File: src/iicm_cfg.svh
// iicm_cfg.svh - timing counts and reset values for the two-wire bus master
// assumes the block clock runs at 125 MHz
`ifndef IICM_CFG_SVH
`define IICM_CFG_SVH
`define IICM_CLK_MHZ       125
`define IICM_MAX_KBPS      400
// quarter bit period in cycles, rounded up so the rate never exceeds the ceiling
`define IICM_QTR_CYC       ((`IICM_CLK_MHZ * 1000 + 4 * `IICM_MAX_KBPS - 1) / (4 * `IICM_MAX_KBPS))
`define IICM_DATA_RST      8'h00
`endif

File: src/iicm_pkg.sv
// iicm_pkg.sv - types shared by the two-wire bus master
// assumes iicm_cfg.svh holds the numeric constants
package iicm_pkg;
  typedef enum {ST_IDLE, ST_START, ST_BIT, ST_ACK, ST_STOP, ST_RESTART} iicm_state_type;
endpackage : iicm_pkg

File: src/iicm_master.sv
// iicm_master.sv - byte-transmit two-wire bus master with start, restart and stop
// assumes open-drain pads outside; control bits come from plain ports
`timescale 1ns/10ps
`include "iicm_cfg.svh"

module iicm_master #(
  parameter int QTR_CYC = `IICM_QTR_CYC
) (
  input  wire logic       core_clk_i,
  input  wire logic       rst_i,
  input  wire logic       controller_enable_bit_i,
  input  wire logic       transmit_irq_enable_i,
  input  wire logic       data_wr_i,
  input  wire logic [7:0] data_i,
  input  wire logic       start_set_i,
  input  wire logic       stop_set_i,
  input  wire logic       nack_clr_i,
  input  wire logic       sda_i,
  input  wire logic       scl_i,
  output logic            sda_o,
  output logic            sda_oe_n_o,
  output logic            scl_o,
  output logic            scl_oe_n_o,
  output logic            tx_data_empty_flag_o,
  output logic            start_bit_o,
  output logic            stop_bit_o,
  output logic            not_ack_interrupt_o,
  output logic            irq_o,
  output logic            busy_o
);
  import iicm_pkg::*;

  // the quarter-bit timer counts in 16 bits
  if (QTR_CYC < 1 || QTR_CYC > 65535) begin : g_bad_qtr_cyc
    $error("QTR_CYC out of range");
  end

  // ------------------------------------------------------------
  // pin synchronisers
  // ------------------------------------------------------------
  logic [1:0] sda_sync_q;
  logic [1:0] scl_sync_q;
  // both lines idle high, so reset to one to avoid a false edge

  always_ff @(posedge core_clk_i or posedge rst_i) begin
    if (rst_i) begin
      sda_sync_q <= 2'h3;
      scl_sync_q <= 2'h3;
    end else begin
      sda_sync_q <= {sda_sync_q[0], sda_i};
      scl_sync_q <= {scl_sync_q[0], scl_i};
    end
  end

  wire sda_s = sda_sync_q[1];
  wire scl_s = scl_sync_q[1];

  // ------------------------------------------------------------
  // quarter-bit timer
  // ------------------------------------------------------------
  logic [15:0]    tick_cnt_q;
  logic [1:0]     phase_q;
  iicm_state_type state_q;
  wire            run   = (state_q != ST_IDLE);
  // tick marks the end of one quarter bit
  wire            tick  = run && (tick_cnt_q == 16'(QTR_CYC - 1));
  // hold the timer while a slave stretches scl low in the high half;
  // our own release also reads low here until it passes the synchroniser
  wire            stall = phase_q[1] && !scl_s && scl_oe_n_o;

  always_ff @(posedge core_clk_i or posedge rst_i) begin
    if (rst_i) begin
      tick_cnt_q <= 16'h0000;
    end else if (!run || tick) begin
      tick_cnt_q <= 16'h0000;
    end else if (!stall) begin
      tick_cnt_q <= tick_cnt_q + 16'h0001;
    end
  end

  // ------------------------------------------------------------
  // control bits and data register
  // ------------------------------------------------------------
  logic [7:0] data_q;
  logic [7:0] shift_q;
  logic [2:0] bit_cnt_q;
  logic       load_evt;
  logic       start_done;
  logic       stop_done;
  logic       nack_evt;

  // the internal load wins over a write in the same cycle
  always_ff @(posedge core_clk_i or posedge rst_i) begin
    if (rst_i) begin
      data_q               <= `IICM_DATA_RST;
      tx_data_empty_flag_o <= 1'b1;
    end else if (load_evt) begin
      tx_data_empty_flag_o <= 1'b1;
    end else if (data_wr_i) begin
      data_q               <= data_i;
      tx_data_empty_flag_o <= 1'b0;
    end
  end

  // start and stop requests; a set on the same edge as done wins
  always_ff @(posedge core_clk_i or posedge rst_i) begin
    if (rst_i) begin
      start_bit_o <= 1'b0;
      stop_bit_o  <= 1'b0;
    end else begin
      if (start_set_i && controller_enable_bit_i) begin
        start_bit_o <= 1'b1;
      end else if (start_done) begin
        start_bit_o <= 1'b0;
      end
      if (stop_set_i && controller_enable_bit_i) begin
        stop_bit_o <= 1'b1;
      end else if (stop_done) begin
        stop_bit_o <= 1'b0;
      end
    end
  end

  // sticky until software clears it
  always_ff @(posedge core_clk_i or posedge rst_i) begin
    if (rst_i) begin
      not_ack_interrupt_o <= 1'b0;
    end else if (nack_evt) begin
      not_ack_interrupt_o <= 1'b1; // set wins over clear
    end else if (nack_clr_i) begin
      not_ack_interrupt_o <= 1'b0;
    end
  end

  always_ff @(posedge core_clk_i or posedge rst_i) begin
    if (rst_i) begin
      irq_o <= 1'b0;
    end else begin
      irq_o <= controller_enable_bit_i && ((transmit_irq_enable_i && tx_data_empty_flag_o)
               || not_ack_interrupt_o);
    end
  end

  // ------------------------------------------------------------
  // bus sequencer: phases 0..3 per bit, scl high in phases 2 and 3
  // ------------------------------------------------------------
  // q0 sets sda while scl is low, q1 releases scl, q2 is the high half
  // in which a slave may stretch and the ack is sampled, q3 pulls scl
  // low again and moves on
  // a restart releases both lines, rests in idle for one cycle and
  // re-enters the start state, which sends the repeated start
  logic sda_drv_q;
  logic scl_drv_q;
  logic ack_q;

  always_comb begin
    load_evt   = tick && phase_q == 2'h0 && state_q == ST_BIT && bit_cnt_q == 3'h6;
    // the start bit clears once the start or restart condition is on the bus
    start_done = tick && phase_q == 2'h3 && state_q == ST_START;
    stop_done  = tick && phase_q == 2'h3 && state_q == ST_STOP;
    nack_evt   = tick && phase_q == 2'h3 && state_q == ST_ACK && ack_q
                 && !start_bit_o && !stop_bit_o;
  end

  always_ff @(posedge core_clk_i or posedge rst_i) begin
    if (rst_i) begin
      state_q   <= ST_IDLE;
      phase_q   <= 2'h0;
      shift_q   <= 8'h00;
      bit_cnt_q <= 3'h0;
      ack_q     <= 1'b0;
      sda_drv_q <= 1'b0;
      scl_drv_q <= 1'b0;
    end else if (!controller_enable_bit_i) begin
      state_q   <= ST_IDLE;
      phase_q   <= 2'h0;
      sda_drv_q <= 1'b0;
      scl_drv_q <= 1'b0;
    end else if (state_q == ST_IDLE) begin
      // only a master start is honoured; bus addresses are never decoded
      // a start waits until a byte sits in the data register
      if (start_bit_o && !tx_data_empty_flag_o) begin
        state_q <= ST_START;
        phase_q <= 2'h0;
      end
    end else if (tick) begin
      phase_q <= phase_q + 2'h1;
      case (state_q)
        ST_START: begin
          case (phase_q)
            2'h1: sda_drv_q <= 1'b1; // start: sda falls with scl high
            2'h3: begin
              scl_drv_q <= 1'b1;
              shift_q   <= data_q;
              bit_cnt_q <= 3'h7;
              state_q   <= ST_BIT;
            end
            default: ;
          endcase
        end
        ST_BIT: begin
          case (phase_q)
            2'h0: sda_drv_q <= !shift_q[7];
            2'h1: scl_drv_q <= 1'b0;
            2'h3: begin
              scl_drv_q <= 1'b1;
              shift_q   <= {shift_q[6:0], 1'b0};
              bit_cnt_q <= bit_cnt_q - 3'h1;
              if (bit_cnt_q == 3'h0) begin
                state_q <= ST_ACK;
              end
            end
            default: ;
          endcase
        end
        ST_ACK: begin
          case (phase_q)
            2'h0: sda_drv_q <= 1'b0;
            2'h1: scl_drv_q <= 1'b0;
            2'h2: ack_q <= sda_s;
            2'h3: begin
              scl_drv_q <= 1'b1;
              if (stop_bit_o) begin
                state_q <= ST_STOP;
              end else if (start_bit_o) begin
                state_q <= ST_RESTART;
              end else if (!tx_data_empty_flag_o) begin
                shift_q   <= data_q;
                bit_cnt_q <= 3'h7;
                state_q   <= ST_BIT;
              end else begin
                // nothing queued and no request: close the bus with a stop
                state_q <= ST_STOP;
              end
            end
            default: ;
          endcase
        end
        ST_STOP: begin
          case (phase_q)
            2'h0: sda_drv_q <= 1'b1;
            2'h1: scl_drv_q <= 1'b0;
            // sda rises while scl is high: the stop condition
            2'h2: sda_drv_q <= 1'b0;
            2'h3: state_q <= ST_IDLE;
            default: ;
          endcase
        end
        // phases 2 and 3 leave both lines high ahead of the repeated start
        ST_RESTART: begin
          case (phase_q)
            2'h0: sda_drv_q <= 1'b0;
            2'h1: scl_drv_q <= 1'b0;
            2'h3: state_q <= ST_IDLE;
            default: ;
          endcase
        end
        default: state_q <= ST_IDLE;
      endcase
    end
  end

  // ------------------------------------------------------------
  // open-drain pins: value always low, enable low while pulling
  // ------------------------------------------------------------
  always_ff @(posedge core_clk_i or posedge rst_i) begin
    if (rst_i) begin
      sda_o      <= 1'b0;
      sda_oe_n_o <= 1'b1;
      scl_o      <= 1'b0;
      scl_oe_n_o <= 1'b1;
      busy_o     <= 1'b0;
    end else begin
      sda_o      <= 1'b0;
      sda_oe_n_o <= !sda_drv_q;
      scl_o      <= 1'b0;
      scl_oe_n_o <= !scl_drv_q;
      // busy follows the sequencer one cycle late
      busy_o     <= run;
    end
  end
endmodule : iicm_master

File: config.mk
export PLATFORM = sky130hd
export DESIGN_NAME = iicm_master
export DESIGN_NICKNAME = d
export VERILOG_FILES = /design/src/iicm_pkg.sv /design/src/iicm_master.sv
export VERILOG_INCLUDE_DIRS = /design/src
export SDC_FILE = /design/constraint.sdc
export NUM_CORES = 1
export LEC_CHECK = 0
export BUFFER_PORTS_ARGS = -buffer_cell sky130_fd_sc_hd__buf_2
export CAP_MARGIN = 20
export CORE_AREA = 2 2 72 102
export DETAILED_ROUTE_END_ITERATION = 7
export DIE_AREA = 0 0 74 104
export PLACE_DENSITY = 0.71
export SYNTH_ARGS = -nofsm -noshare
export SYNTH_HDL_FRONTEND = slang
export SYNTH_SLANG_ARGS = --single-unit
File: constraint.sdc
create_clock -name core_clk_i -period 2.2 [get_ports core_clk_i]
set_input_delay 0 -clock core_clk_i [delete_from_list [all_inputs] [get_ports core_clk_i]]
set_output_delay 0 -clock core_clk_i [all_outputs]
set_load 0.05 [all_outputs]
After elaboration in Yosys (flattened, before gate mapping)
Index checks and enable logic that the tools add are counted.

Add/sub/neg operators: 3. Equality and inequality tests: 39. Muxes and demuxes: 56. Bitwise gates (word level): 2. Reductions and logical operators: 47.

Operator list (count): $mux W32 (9); $eq A32 B3 Y1 const B (4); $pmux W32 S4 (1); $eq A32 B2 Y1 const B (3); $mux W8 (6); $eq A32 B1 Y1 const B (1); $eq A32 B4 Y1 const B (1); $logic_not A32 Y1 (1); $mux W16 (2); $reduce_bool A32 Y1 (1); $mux W3 (9); $pmux W8 S3 (1); $mux W1 (19); $logic_and A1 B1 Y1 (18); $add A16 B1 Y16 const B (1); $eq A16 B7 Y1 const B (1); $ne A4 B4 Y1 const B (4); $ne A2 B2 Y1 const B (7); $reduce_and A7 Y1 (2); $reduce_and A10 Y1 (1); $ne A3 B2 Y1 const B (3); $ne A3 B3 Y1 const B (3); $pmux W3 S3 (1); $logic_not A1 Y1 (8); other kinds (24) (40).

Flip-flop bits (word level): 84.

Longest topological paths before layout
Gate-level depths: netlist of the first run.

Depth after elaboration: 8. Mapped depth: 8.

Worst setup path after synthesis of the first run
Ideal clock, no wire load.

Kind: register to register. Start point: register stop_bit_o. End point: register bit_cnt_q[0]. Arrival time: 1.854 ns. Data required time: 2.075 ns. Path slack: 0.221 ns. Cell stages (with the launch flop): 6. Path buffers: 1. Clock period less this slack: 1.979 ns. Path through: dfrtp_1 o311a_1 nor3_1 nand3_4 buf_6 mux2_4.

Word-level cells in the longest chain between the ends: 2.

Ends and longest elaborated chain: start, declared (RTL line iicm_master.sv:26) `output logic stop_bit_o,`; start signal, assigned (RTL line iicm_master.sv:109) `stop_bit_o <= 1'b0;`; start signal, assigned (RTL line iicm_master.sv:117) `stop_bit_o <= 1'b1;`; start signal, assigned (RTL line iicm_master.sv:119) `stop_bit_o <= 1'b0;`; $ne A2 B2 Y1 (no source line); $reduce_and A10 Y1 (no source line); end signal, assigned (RTL line iicm_master.sv:208) `bit_cnt_q <= bit_cnt_q - 3'h1;`; end, declared (RTL line iicm_master.sv:86) `logic [2:0] bit_cnt_q;`.

Every way passes these cells. A chain may end at the register's enable or synchronous reset.

Final worst setup path of the first run
Start point: register state_q[0]. End point: register shift_q[6].

Word-level cells in the longest chain between the ends: 3. Elaborated cells on any way between the ends: 16. Those cells by class: 9 x eq/ne; 1 x mux; 1 x bitwise; 5 x reduce/logical.

Ends and longest elaborated chain: start, declared (RTL line iicm_master.sv:63) `iicm_state_type state_q;`; start signal, assigned (RTL line iicm_master.sv:167) `state_q <= ST_IDLE;`; start signal, assigned (RTL line iicm_master.sv:175) `state_q <= ST_IDLE;`; start signal, assigned (RTL line iicm_master.sv:183) `state_q <= ST_START;`; $eq A32 B1 Y1, or another cell as far along (RTL line iicm_master.sv:188) `case (state_q)`; $ne A2 B2 Y1 (no source line), or another cell as far along; $reduce_and A10 Y1 (no source line); end signal, assigned (RTL line iicm_master.sv:194) `shift_q <= data_q;`; end signal, assigned (RTL line iicm_master.sv:207) `shift_q <= {shift_q[6:0], 1'b0};`; end signal, assigned (RTL line iicm_master.sv:228) `shift_q <= data_q;`; end, declared (RTL line iicm_master.sv:85) `logic [7:0] shift_q;`.

Parallel ways exist; a longest one is shown, timed or not.

==> results of run 1 <==
-- stage by stage --
step | cells | utilization [%] | hold slack (ns) | worst slack (ns)
floorplan | 263 | - | 0.00448 | 0.221
global placement | 382 | 47.6 | 0.0309 | 0.176
detailed placement | 382 | 47.6 | 0.0405 | 0.0957
CTS | 406 | 51.5 | 0.0154 | 0.0894
global route | 406 | 51.6 | 0.0553 | 0.0612
finish | 406 | 51.6 | 0.0317 | 0.194
-- cell type report --
type,count,area (µm²),area share (%)
timing repair buffer,52,368,10.5
clock buffer,7,76.3,2.17
multi-input combinational,180,1470,41.9
tap,95,119,3.39
sequential,55,1390,39.5
clock inverter,1,30.0,0.855
inverter,16,60.1,1.71
-- sequential cells by signal (all words and copies together), names as in the netlist --
signal	flops
sda_oe_n_o	1
shift_q	8
scl_drv_q	1
not_ack_interrupt_o	1
stop_bit_o	1
busy_o	1
sda_sync_q	2
tx_data_empty_flag_o	1
start_bit_o	1
scl_sync_q	2
phase_q	2
data_q	8
bit_cnt_q	3
scl_oe_n_o	1
ack_q	1
irq_o	1
state_q	3
tick_cnt_q	16
sda_drv_q	1
-- what timing repair did --
action,in CTS,in global routing
endpoints found under the hold margin,35,0
hold buffers,16,0
gates resized for setup,0,1
setup endpoints to repair,0,15
-- power by group through the flow --
stage	logic, mW	clock network (mW)	registers, mW
finish	0.648	0.661	1.15
global route	0.721	0.726	1.16
CTS	0.647	0.682	1.15
detailed placement	0.624	0	1.17
global placement	0.616	0	1.17
floorplan	0.450	0	1.18
-- synth_stat cells, types with 3 or more instances --
| cell | instances |
|---|---|
| o31ai_1 | 5 |
| a32o_1 | 3 |
| nand4_1 | 10 |
| buf_2 | 5 |
| mux2_4 | 9 |
| or4_1 | 4 |
| dfstp_2 | 7 |
| ha_1 | 11 |
| nand2_1 | 15 |
| buf_4 | 3 |
| mux2_2 | 17 |
| inv_1 | 15 |
| nand3_1 | 9 |
| xor2_1 | 7 |
| dfrtp_1 | 48 |
| nor2_1 | 14 |
| o22ai_1 | 3 |
| a21oi_1 | 11 |
| nand2b_1 | 4 |
| nor2b_1 | 3 |
| o21ai_0 | 7 |
-- worst max path at each step --
stage / to / slack (ns) / depth (start not counted)
2_1_floorplan: bit_cnt_q[0] / 0.22 / 5
3_3_place_gp: data_q[2] / 0.18 / 5
3_5_place_dp: data_q[1] / 0.1 / 5
4_1_cts: data_q[1] / 0.09 / 5
5_1_grt: shift_q[6] / 0.06 / 4
6_report: shift_q[6] / 0.19 / 4
-- worst max-delay path: cells and delay by family (launching register included) --
kind / cells / cell delay, ns
DFF: 1 / 0.63
and+or+nand+nor: 3 / 0.90
muxes: 1 / 0.36
-- logic make-up after synthesis --
family | after synthesis
compound gates | 46
xor+xnor | 9
fa+ha+maj | 11
buf+inv | 28
flops | 55
mux | 27
other cells | 1
simple gates | 85
-- metal layers --
layer | vias up | routed length [µm] | global-route usage (%)
li1 | 1047 | - | -
met1 | 1068 | 2560 | 22.6
met2 | 33 | 3110 | 26.9
met3 | 8 | 127 | 2.81
met4 | 0 | 108 | 5.97
met5 | - | 0 | 0
==> impl_metrics.toml, run 1 <==
[drt]
post_drt_wl_per_cell_um = 14.6
antenna_violating_nets_post_route = 0
dr.pass1.iters = 4
totalWireLength_um = 5910
drc_errors = 0
vias = 2156
via_per_inst = 5.31
first_iter_violations = 143

[timing]
maxSlewHeadroom_pct = 63.4
finalHoldViolations = 0
min_period_over_period_pct = 91.2
tns_ns = 0
final_max_slew_viol_count = 0
period_minus_slack_ns = 2.01
setup_viol = 0
worst_pin_slew_ns = 0.547
skew_ns = 0.0107
fmax_mhz = 499
rsz0062_at_grt = "no"

[setup_path]
critPathMaxFanout = 12
reg2reg_from = "state_q[0]"
rrSetupSlack_ns = 0.19
regToRegEndpoint = "shift_q[6]"
start_kind = "flip-flop"
slowest_delay_ns = 0.63
rr_worst_depth = 4
required_ns = 2.39
cp-end-kind = "flip-flop"
arrival_ns = 2.20
slowest_stage = "dfrtp_1"
critPathLaunch = "state_q[0]"
worstPathCellList = "nor2_1, nor3_1, nand3_4, mux2_4"
path_class = "flip-flop to flip-flop"

[power_and_ir_drop]
power_density_nw_per_um2 = 700
power.leakage_nw = 1.51
finalPower_mw = 2.46
irDropWorstVdd_mv = 0.274
pwr-share-seq_pct = 46.7
p_sw_mw = 0.783
pwr-share-comb_pct = 26.4
clkPwrFrac_pct = 26.9
p_int_mw = 1.68
swShare_pct = 31.9

[cts]
postCtsSetupBuffers = 0
numClockSinks = 55
h-tree-depth = 2
tritoncts = "built"
clock_path_buffers = 2
clkTransAtPathRegs_ns = 0.09
cts-root-buf = "clkbuf_8"
clock_latency_ns = 0.31
cts-buffers-inserted = 5

[logic_synthesis]
yosys.area_share.adder_pct = 4.61
synthMuxAreaShare_pct = 11.3
avgSynthCellArea_um2 = 11.4
seq_area_frac_synth_pct = 46.4
synth-simple-area-share_pct = 19.1
synthArstFlopShare_pct = 100
synthXorXnorAreaFrac_pct = 2.64
synth-seq-cells = 55
ys.flop_type = "dfrtp_1"
synth_cell_type_count = 61
synth-edff-count = 0
synth_top_area_share_pct = 40.2
synthesis.area_um2 = 2990
synth_compound_area_share_pct = 11.3
synth-warning-count = 0
synth_area_leaders = "dfrtp_1 (40%), mux2_2 (6.4%), dfstp_2 (6.2%)"
syn-instance-count = 262
synth_top_family_by_area = "simple AND/OR/NAND/NOR gates"
synth_area_leader_cell = "dfrtp_1"

[floorplanning]
coreArea_um2 = 6800
rows = 36
die_y_um = 104
initial_core_util_pct = 43.9
io_pins = 28
die-area_um2 = 7700
dieWidth_um = 74

[min_path]
hold_path.class = "primary input to flip-flop"
hold_end = "start_bit_o"
worstHoldPathCells = 3
hold_start = "controller_enable_bit_i"

[finish]
final_cell_mix = "dfrtp_1 (48), buf_2 (25), mux2_2 (17)"
drive_gt1_share_pct = 29.6
area_growth_pct = 17.6
layout.nets = 339
fin_area_um2 = 3510
fillers = 627
num_antenna_cells = 0
layout_commonest_cell = "dfrtp_1"

[place]
portBuffers = 25
hpwl_um = 4300
placed_cell_area_um2 = 3240
gp_congestion = 0.861

[grt]
grt_pass1_vias = 2150
gr-total-overflow = 0
grt_usage_pct = 16.8
grt_pass1_wl_um = 10300
antenna_found_initial = 0
grt_max_degree = 23

[run]
max_cap_viol_count = 0

[run_status]
status = "finished, final reports clean"
Note: power is estimated with default switching activity, not from simulation.
==> inputs of run 2 (changes only) <==
- CORE_AREA: 2 2 72 102 -> 2 2 85 87
- DIE_AREA: 0 0 74 104 -> 0 0 87 89
==> run 2 against run 1 <==
  * Combinational power grew 6.0%
  * Register-to-register slack is essentially flat
  * Final cell count shrank 3.0%
  * Clock skew grew 0.0019 ns
  * Largest power group unchanged
  * First-iteration DRC count shrank 13%
  * Die area grew 0.61%
  * Worst setup slack gained 0.0020 ns
  * Largest cell class unchanged
  * Sequential share of layout area grew 0.14 points
  * Critical path depth grew 4
==> impl_metrics.toml, run 2 (synthesized netlist as in run 1, its figures left out) <==
[floorplanning]
initial_core_util_pct = 44.5
dieWidth_um = 87
coreArea_um2 = 6720
die_y_um = 89
io_pins = 28
rows = 30
die-area_um2 = 7740

[finish]
post-route-util_pct = 52.1
fin_area_um2 = 3500
largest_reg_flops = 16
layout.nets = 342
drive_gt1_share_pct = 30.6
layout_commonest_cell = "dfrtp_1"
largest-register = "tick_cnt_q"
largestRegisters = "tick_cnt_q (16), data_q (8), shift_q (8)"
area_growth_pct = 17.1
final_cell_mix = "dfrtp_1 (48), buf_2 (25), mux2_2 (17)"
num_antenna_cells = 0

[timing]
worst_pin_slew_ns = 0.645
period_minus_slack_ns = 2.00
finalHoldViolations = 0
final_max_slew_viol_count = 0
setup_viol = 0
min_period_over_period_pct = 91.1
rsz0062_at_grt = "no"
maxSlewHeadroom_pct = 56.9
skew_ns = 0.0126
fin_hold_ws_ns = 0.0121
fin_ws_ns = 0.196
tns_ns = 0
fmax_mhz = 499

[setup_path]
critPathMaxFanout = 7
slowest_delay_ns = 0.47
worstPathCellList = "inv_1, ha_1, nor3b_1, buf_4, nand4_4, buf_4, o21a_1, o41ai_2"
crit_family = "compound AO/OA/AOI/OAI gates"
cp-end-kind = "flip-flop"
required_ns = 2.42
rr_worst_depth = 8
regToRegEndpoint = "state_q[1]"
critPathLaunch = "tick_cnt_q[0]"
path_class = "flip-flop to flip-flop"
arrival_ns = 2.22
crit_top_cell = "buf_4"
rrSetupSlack_ns = 0.20
reg2reg_from = "tick_cnt_q[0]"
path_buf_inv = 3
start_kind = "flip-flop"
slowest_stage = "dfrtp_1"

[power_and_ir_drop]
power.leakage_nw = 1.52
power_density_nw_per_um2 = 693
irDropWorstVdd_mv = 0.411

[cts]
clock_path_buffers = 2
tritoncts = "built"
clock_latency_ns = 0.32
clkTransAtPathRegs_ns = 0.10
numClockSinks = 55
postCtsSetupBuffers = 0
cts-root-buf = "clkbuf_8"
cts-buffers-inserted = 5
h-tree-depth = 2

[grt]
grt_pass1_vias = 2061
gr-total-overflow = 0
antenna_found_initial = 0
grt_max_degree = 32
grt_usage_pct = 16.4
grt_pass1_wl_um = 9960

[run_status]
status = "finished, final reports clean"

[drt]
post_drt_wl_per_cell_um = 15.0
drc_errors = 0
dr.pass1.iters = 5
first_iter_violations = 125
vias = 2136
via_per_inst = 5.42
totalWireLength_um = 5920
antenna_violating_nets_post_route = 0

[place]
hpwl_um = 4340
placed_cell_area_um2 = 3240
pre_cts_ws_ns = 0.166
portBuffers = 25
gp_congestion = 0.894

[min_path]
hold_end = "start_bit_o"
hold_path.class = "primary input to flip-flop"
hold_start = "controller_enable_bit_i"
worstHoldPathCells = 3

[run]
max_cap_viol_count = 0
==> run 2: layout make-up <==
cell class	instances	area [µm²]
clock buffers	5	68.8
clock inverters	3	26.3
fillers	598	3220
inverters	16	60.1
multi-input cells	180	1470
flip-flops and latches	55	1390
well taps	80	100
repair buffers	55	390
==> run 2: timing repair <==
item	4_1_cts	5_1_grt
hold endpoints to repair	42	0
resized for setup	0	0
hold buffers	16	0
==> run 2: how the worst max path moves through the flow <==
stage / slack, ns / to / cells after the start
5_1_grt: 0.07 / data_q[0] / 7
3_5_place_dp: 0.17 / data_q[6] / 7
2_1_floorplan: 0.22 / bit_cnt_q[0] / 5
3_3_place_gp: 0.22 / data_q[6] / 7
6_report: 0.20 / state_q[1] / 8
4_1_cts: 0.14 / data_q[6] / 7
==> run 2: routing by layer <==
metal  global-route usage [%]  vias up  part of all wire (%)
met1                     23.7     1026                    48
li1                         -     1055                     -
met4                     4.83        0                   1.3
met5                        0        -                     0
met2                     25.5       49                    47
met3                     2.86        6                   3.4
==> run 2: power breakdown <==
group	internal [mW]	switching, mW	total (mW)
combinational	0.290	0.397	0.687
sequential	1.07	0.0753	1.15
clock	0.235	0.354	0.589
==> run 2: metrics by stage <==
step	total power, mW	std cells
6_report	2.42	394
5_1_grt	2.57	394
4_1_cts	2.45	394
3_5_place_dp	1.84	370
3_3_place_gp	1.83	370
2_1_floorplan	1.63	263
==> run 2: tightest hold or removal path: stages <==
cell     delay, ns
buf_2         0.18
nand2_1       0.08
nand2_1       0.04
